File: src/core/pport_pkg.sv
package pport_pkg;
	// ----------------------------------------
	// Status register bit positions
	// ----------------------------------------
	localparam int unsigned ST_FAULT_BIT  = 3;
	localparam int unsigned ST_ONLINE_BIT = 4;
	localparam int unsigned ST_PAPER_BIT  = 5;
	localparam int unsigned ST_ACK_BIT    = 6;
	localparam int unsigned ST_READY_BIT  = 7;
	// ----------------------------------------
	// Control register bit positions
	// ----------------------------------------
	localparam int unsigned CT_ALF_BIT    = 1;
	localparam int unsigned CT_INIT_BIT   = 2;
	localparam int unsigned CT_SEL_BIT    = 3;
	localparam int unsigned CT_DIR_BIT    = 5;
	// ----------------------------------------
	// Widths, depths, reset values
	// ----------------------------------------
	localparam int unsigned DATA_W        = 8;
	localparam int unsigned FIFO_DEPTH    = 16;
	localparam logic [7:0]  CTRL_RST      = 8'h04;
	localparam logic [7:0]  ZERO_BYTE     = 8'h00;
	localparam logic [7:0]  STAT_RSV_MASK = 8'hf8;

	typedef enum logic [1:0] {
		MODE_STANDARD = 2'b00,
		MODE_BIDIR    = 2'b01,
		MODE_EPP      = 2'b11,
		MODE_ECP      = 2'b10
	} port_mode_type;
endpackage : pport_pkg
File: src/core/pport_fifo.sv
module pport_fifo #(
	parameter int unsigned WIDTH = 8,
	parameter int unsigned DEPTH = 16
) (
	input  wire logic             clock,
	input  wire logic             sys_rst,
	input  wire logic [WIDTH-1:0] in_data,
	input  wire logic             in_valid,
	output logic                  in_ready,
	output logic      [WIDTH-1:0] out_data,
	output logic                  out_valid,
	input  wire logic             out_ready
);
	localparam int unsigned AW = $clog2(DEPTH);

	logic [WIDTH-1:0] mem_q [DEPTH];
	logic [AW-1:0]    wr_q;
	logic [AW-1:0]    rd_q;
	logic [AW:0]      cnt_q;
	wire              push = in_valid && in_ready;
	wire              pop  = out_valid && out_ready;

	assign in_ready  = (cnt_q < (AW+1)'(DEPTH));
	assign out_valid = (cnt_q != '0);
	assign out_data  = mem_q[rd_q];

	always_ff @(posedge clock) begin
		if (push) begin
			mem_q[wr_q] <= in_data;
		end
	end

	always_ff @(posedge clock or posedge sys_rst) begin
		if (sys_rst) begin
			wr_q  <= '0;
			rd_q  <= '0;
			cnt_q <= '0;
		end else begin
			if (push) wr_q <= (wr_q == AW'(DEPTH - 1)) ? '0 : wr_q + 1'b1;
			if (pop)  rd_q <= (rd_q == AW'(DEPTH - 1)) ? '0 : rd_q + 1'b1;
			cnt_q <= cnt_q + (AW+1)'(push) - (AW+1)'(pop);
		end
	end
endmodule : pport_fifo

File: src/core/pport_pins.sv
// Function
// - Status bit 4 reads online input true level.
// - Status bit 5 reads paper-empty input uninverted.
// - Status bit 7 reads the inverse of the not-ready input.
// - Status bit 6 reads acknowledge input uninverted.
// - Status bit 3 reads fault input uninverted.
// - Select output is complement of control bit 3.
// - Init output is control bit 2 uninverted.
// - Auto linefeed output is complement of control bit 1.
// - Select and init outputs configurable open-drain or push-pull.
// - Mappings apply in standard and bidirectional modes only.
module pport_pins #(
	parameter int unsigned DATA_W = pport_pkg::DATA_W,
	parameter int unsigned DEPTH  = pport_pkg::FIFO_DEPTH
) (
	input  wire logic              clock,
	input  wire logic              sys_rst,
	input  wire pport_pkg::port_mode_type port_mode,
	input  wire logic [7:0]        ctrl_reg,
	input  wire logic              select_open_drain,
	input  wire logic              init_open_drain,
	output logic      [7:0]        status_reg,
	input  wire logic [DATA_W-1:0] host_wr_data,
	input  wire logic              host_wr_valid,
	output logic                   host_wr_ready,
	output logic      [DATA_W-1:0] host_rd_data,
	output logic                   host_rd_valid,
	input  wire logic              host_rd_ready,
	input  wire logic              printer_online_in,
	input  wire logic              paper_empty_in,
	input  wire logic              printer_busy_in,
	input  wire logic              printer_ack_n_in,
	input  wire logic              printer_fault_n_in,
	output logic                   printer_select_n_out,
	output logic                   printer_select_n_oe,
	output logic                   printer_init_n_out,
	output logic                   printer_init_n_oe,
	output logic                   auto_linefeed_n_out,
	output logic                   auto_linefeed_n_oe,
	input  wire logic [DATA_W-1:0] port_data_in,
	output logic      [DATA_W-1:0] port_data_out,
	output logic      [DATA_W-1:0] port_data_oe
);
	// ----------------------------------------
	// Pin synchronisers
	// ----------------------------------------
	logic [4:0]        st_meta_q;
	logic [4:0]        st_sync_q;
	logic [DATA_W-1:0] pd_meta_q;
	logic [DATA_W-1:0] pd_sync_q;
	wire  [4:0]        st_raw = {printer_busy_in, printer_ack_n_in, paper_empty_in,
	                             printer_online_in, printer_fault_n_in};

	always_ff @(posedge clock or posedge sys_rst) begin
		if (sys_rst) begin
			st_meta_q <= '0;
			st_sync_q <= '0;
			pd_meta_q <= '0;
			pd_sync_q <= '0;
		end else begin
			st_meta_q <= st_raw;
			st_sync_q <= st_meta_q;
			pd_meta_q <= port_data_in;
			pd_sync_q <= pd_meta_q;
		end
	end

	// ----------------------------------------
	// Mode decode
	// ----------------------------------------
	wire std_mode   = (port_mode == pport_pkg::MODE_STANDARD) ||
	                  (port_mode == pport_pkg::MODE_BIDIR);
	wire reverse    = (port_mode == pport_pkg::MODE_BIDIR) &&
	                  ctrl_reg[pport_pkg::CT_DIR_BIT];

	// ----------------------------------------
	// Status assembly
	// ----------------------------------------
	logic [7:0] stat_d;
	always_comb begin
		stat_d = pport_pkg::ZERO_BYTE;
		stat_d[pport_pkg::ST_FAULT_BIT]  = st_sync_q[0];
		stat_d[pport_pkg::ST_ONLINE_BIT] = st_sync_q[1];
		stat_d[pport_pkg::ST_PAPER_BIT]  = st_sync_q[2];
		stat_d[pport_pkg::ST_ACK_BIT]    = st_sync_q[3];
		stat_d[pport_pkg::ST_READY_BIT]  = ~st_sync_q[4];
	end

	// ----------------------------------------
	// Control pin drive
	// ----------------------------------------
	// Open-drain: pin held at output low, enable only when low
	wire sel_lvl  = ~ctrl_reg[pport_pkg::CT_SEL_BIT];
	wire init_lvl = ctrl_reg[pport_pkg::CT_INIT_BIT];
	wire alf_lvl  = ~ctrl_reg[pport_pkg::CT_ALF_BIT];

	// ----------------------------------------
	// Data path through the FIFO
	// ----------------------------------------
	logic [DATA_W-1:0] fifo_in_data;
	logic              fifo_in_valid;
	logic              fifo_in_ready;
	logic [DATA_W-1:0] fifo_out_data;
	logic              fifo_out_valid;
	logic              fifo_out_ready;
	logic [DATA_W-1:0] pd_out_q;
	logic [DATA_W-1:0] rd_data_q;
	logic              rd_valid_q;

	// Forward: host bytes queue toward the pins; reverse: sampled pins queue to host
	assign fifo_in_data   = reverse ? pd_sync_q : host_wr_data;
	// Host sees only the registered ready, so a push must agree with it
	assign fifo_in_valid  = reverse ? 1'b1 : (host_wr_valid && host_wr_ready);
	assign fifo_out_ready = reverse ? (!rd_valid_q || host_rd_ready) : 1'b1;

	pport_fifo #(
		.WIDTH (DATA_W),
		.DEPTH (DEPTH)
	) u_fifo (
		.clock     (clock),
		.sys_rst   (sys_rst),
		.in_data   (fifo_in_data),
		.in_valid  (fifo_in_valid),
		.in_ready  (fifo_in_ready),
		.out_data  (fifo_out_data),
		.out_valid (fifo_out_valid),
		.out_ready (fifo_out_ready)
	);

	always_ff @(posedge clock or posedge sys_rst) begin
		if (sys_rst) begin
			status_reg           <= pport_pkg::ZERO_BYTE;
			printer_select_n_out <= 1'b1;
			printer_select_n_oe  <= 1'b0;
			printer_init_n_out   <= 1'b1;
			printer_init_n_oe    <= 1'b0;
			auto_linefeed_n_out  <= 1'b1;
			auto_linefeed_n_oe   <= 1'b0;
			pd_out_q             <= '0;
			port_data_oe         <= '0;
			rd_data_q            <= '0;
			rd_valid_q           <= 1'b0;
			host_wr_ready        <= 1'b0;
		end else begin
			status_reg           <= std_mode ? stat_d : pport_pkg::ZERO_BYTE;
			printer_select_n_out <= select_open_drain ? 1'b0 : sel_lvl;
			printer_select_n_oe  <= std_mode && (!select_open_drain || !sel_lvl);
			printer_init_n_out   <= init_open_drain ? 1'b0 : init_lvl;
			printer_init_n_oe    <= std_mode && (!init_open_drain || !init_lvl);
			auto_linefeed_n_out  <= alf_lvl;
			auto_linefeed_n_oe   <= std_mode;
			if (!reverse && fifo_out_valid) pd_out_q <= fifo_out_data;
			port_data_oe         <= {DATA_W{std_mode && !reverse}};
			host_wr_ready        <= !reverse && fifo_in_ready;
			if (reverse && fifo_out_valid && fifo_out_ready) begin
				rd_data_q  <= fifo_out_data;
				rd_valid_q <= 1'b1;
			end else if (host_rd_ready) begin
				rd_valid_q <= 1'b0;
			end
		end
	end

	assign port_data_out = pd_out_q;
	assign host_rd_data  = rd_data_q;
	assign host_rd_valid = rd_valid_q;
endmodule : pport_pins

File: config.mk
export PLATFORM = sky130hd
export DESIGN_NAME = pport_pins
export DESIGN_NICKNAME = d
export VERILOG_FILES = /design/src/core/pport_pkg.sv /design/src/core/pport_fifo.sv /design/src/core/pport_pins.sv
export SDC_FILE = /design/constraint.sdc
export NUM_CORES = 1
export LEC_CHECK = 0
export BUFFER_PORTS_ARGS = -buffer_cell sky130_fd_sc_hd__buf_4
export CORE_UTILIZATION = 35
export CTS_CLUSTER_SIZE = 12
export DETAILED_ROUTE_END_ITERATION = 8
export PLACE_DENSITY = 0.52
export SLEW_MARGIN = 10
export SYNTH_ARGS = -nofsm -noshare
export SYNTH_HDL_FRONTEND = slang
export SYNTH_SLANG_ARGS = --single-unit
File: constraint.sdc
create_clock -name clock -period 3.6 [get_ports clock]
set_clock_uncertainty 0.1 [all_clocks]
set_input_delay 0.36 -clock clock [delete_from_list [all_inputs] [get_ports clock]]
set_output_delay 0.36 -clock clock [all_outputs]
set_load 0.02 [all_outputs]
==> results.ini <==
[critical_path]
r2r_slack_ns = 1.00
crit_path_max_fanout = 6
cp_num_cells = 13
path_buf_inv = 4
timing.rr.end = u_fifo.cnt_q[4]
crit_top_cell = inv_1
worstPathRequired_ns = 3.86
cp-end-kind = register
reg2reg_depth = 13
cp-start-kind = register
r2r_start = u_fifo.cnt_q[2]
critPathKind = reg2reg
worstPathCellList = inv_1 > ha_1 > nor4b_4 > a21oi_4 > ha_1 > inv_1 > ha_1 > inv_1 > fa_1 > inv_1 > a21oi_1 > o21bai_1 > xnor2_1
crit_family = adder cells
max_stage_delay_ns = 0.41
crit_path_top_delay_cell = fa_1
worstPathArrival_ns = 2.86

[timing]
post-route-period-util_pct = 72.2
maxSlewHeadroom_pct = 46.7
finalMaxSlewViolations = 0
worst_pin_slew_ns = 0.797
tns_ns = 0
finalSetupViolCount = 0
whs_ns = 0.0340
min_period_ns = 2.60
fmax_mhz = 385
rsz0062_at_grt = false
hold_viol_final = 0

[clocking]
h-tree-depth = 4
cts_buffer_depth = 2
clk_pin_slew_ns = 0.07
clock_sinks = 197
clockRootBuffer = clkbuf_16
ctsResizeCount = 0
cts_inserted_buffers = 17
cts_tree = yes
clkLatencyLatePin_ns = 0.43

[power]
cellPowerDensity_nw_per_um2 = 728
p_seq_share_pct = 44.7
p_leak_uw = 0.00369
internal-power_uw = 4540
ir_drop_mv = 0.338
power_switching_uw = 2190
pwr-share-clk_pct = 28.6
sw_frac_of_total_pct = 32.5
pwr-share-comb_pct = 26.7
total_power_uw = 6730

[final_layout]
top_register = u_fifo.mem_q
finalCoreUtilization_pct = 42.3
multi_input_area_um2 = 1860
fill_cells = 1941
layout.nets = 630
fin_cells = 874
register_area_um2 = 5580
antenna_cells = 0
drive_above_1_share_pct = 20.9
area_growth_pct = 19.0
largest_register_ffs = 128

[routing]
drc = 0
wl_per_cell_um = 18.0
drtAntennaViolNets = 0
vias = 4199
via_per_inst = 4.80
dr.first_iter.drc_count = 247
postRouteWirelength_mm = 15.7
first_pass_iters = 4

[die]
num_rows = 54
die_h_um = 151
pin_count = 77
core_um2 = 21800
start_util_pct = 35.6
die_area_um2 = 22800
die_w_um = 151

[yosys]
synth_area_um2 = 7770
syn_inst = 498
synth_area_leaders = edfxtp_1 49%, dfrtp_1 21%, mux2i_1 8.2%
yosysMostFrequentCell = edfxtp_1
synthFlopType = edfxtp_1
synth_largest_area_cell = edfxtp_1
synth.avg_cell_area_um2 = 15.6
synth_top_area_share_pct = 49.5
ys_seq_elements = 197
async_reset_ff_share_pct = 35.0
ys_seq_area_share_pct = 71.8
synth_commonest_cells = 128 x edfxtp_1, 66 x dfrtp_1, 64 x mux2i_1
yosys_warnings = 0
synth_edf_count = 128
synth_cell_types = 45

[placement]
port-buffer-count = 69
dpl.hpwl_mm = 10.4
gp_congestion = 0.791
dp_cells = 823

[hold_path]
min-delay-start = port_mode[0]
hold_class = in2reg
worstHoldEndpoint = port_data_oe[0]
holdPathStages = 2

[grt]
grt_pass1_vias = 4219
grt_overflow = 0
grt_pass1_wl_mm = 24.1
grt_use_total_pct = 14.8
antenna_found_initial = 0
grt_max_degree = 37

[status]
status = completed

[run]
max_cap_violations = 0

worst register-to-register path, delay by kind of cell (launching register included):
family          cells  cell delay [ns]
simple gates        1             0.27
flops               1             0.39
buf+inv             4             0.28
compound gates      3             0.32
xor+xnor            1             0.13
fa+ha+maj           4             1.05
metal layers:
layer,track usage (%),vias to the layer above,share of wire (%)
li1,-,1985,-
met1,20.0,2082,46
met2,22.5,114,47
met3,4.16,18,5.2
met4,5.90,0,2.0
met5,0,-,0
worst max path at each step:
stage,from,endpoint,slack (ns)
6_report,u_fifo.cnt_q[2],u_fifo.cnt_q[4],1.00
5_1_grt,u_fifo.cnt_q[2],u_fifo.cnt_q[4],0.77
4_1_cts,u_fifo.cnt_q[2],u_fifo.cnt_q[4],0.99
3_5_place_dp,port_mode[1],u_fifo.cnt_q[4],0.91
3_3_place_gp,port_mode[1],u_fifo.cnt_q[4],0.91
2_1_floorplan,port_mode[1],u_fifo.cnt_q[4],1.16
per-stage QoR:
step | cell area [um2] | setup slack, ns
6_report | 9240 | 1.00
5_1_grt | 9240 | 0.769
4_1_cts | 9240 | 0.992
3_5_place_dp | 8440 | 0.907
3_3_place_gp | 8440 | 0.913
2_1_floorplan | 7770 | 1.16
layout make-up:
class	count	share of cell area, %
clock buffer	19	5.15
clock inverter	13	1.46
inverter	15	0.609
multi-input combinational	254	20.2
sequential	197	60.4
tap	280	3.79
timing repair buffer	96	8.45
logic make-up after synthesis:
group / Yosys count / synth area share, %
AO/OA/AOI/OAI: 64 / 5.59
flip-flops: 197 / 71.8
other: 1 / 0.0483
AND/OR/NAND/NOR: 103 / 7.01
buffers and inverters: 49 / 4.33
adder cells (fa/ha/maj): 12 / 2.03
XOR/XNOR: 6 / 0.677
multiplexers: 66 / 8.54
power groups by stage:
stage	logic, uW	clock network [uW]	registers, uW
4_1_cts	1830	1970	3010
3_5_place_dp	1810	0	3050
3_3_place_gp	1770	0	3040
6_report	1800	1920	3000
2_1_floorplan	1360	0	2980
5_1_grt	1960	2060	3050
timing repair:
item | 4_1_cts | 5_1_grt
hold buffers | 19 | 0
buffers inserted | 0 | 0
endpoints found under the hold margin | 50 | 0
cells in the final DEF (no fill, tap or decap), drive strengths merged, types with 4 or more instances in the layout:
| cell type | netlist | final |
|---|---|---|
| o21ai | 18 | 18 |
| nand2 | 48 | 48 |
| a21oi | 7 | 7 |
| buf | 29 | 77 |
| and3b | 4 | 4 |
| xnor2 | 4 | 4 |
| ha | 11 | 11 |
| dlygate4sd3 | 0 | 19 |
| edfxtp | 128 | 128 |
| nand4 | 8 | 8 |
| clkinv | 0 | 4 |
| nand3 | 4 | 4 |
| mux2i | 64 | 64 |
| nor2b | 5 | 5 |
| dfrtp | 66 | 66 |
| nor3 | 6 | 6 |
| nor2 | 15 | 15 |
| inv | 15 | 21 |
| clkbuf | 5 | 19 |
| a22oi | 32 | 32 |
(Power assumes the default switching activity.)
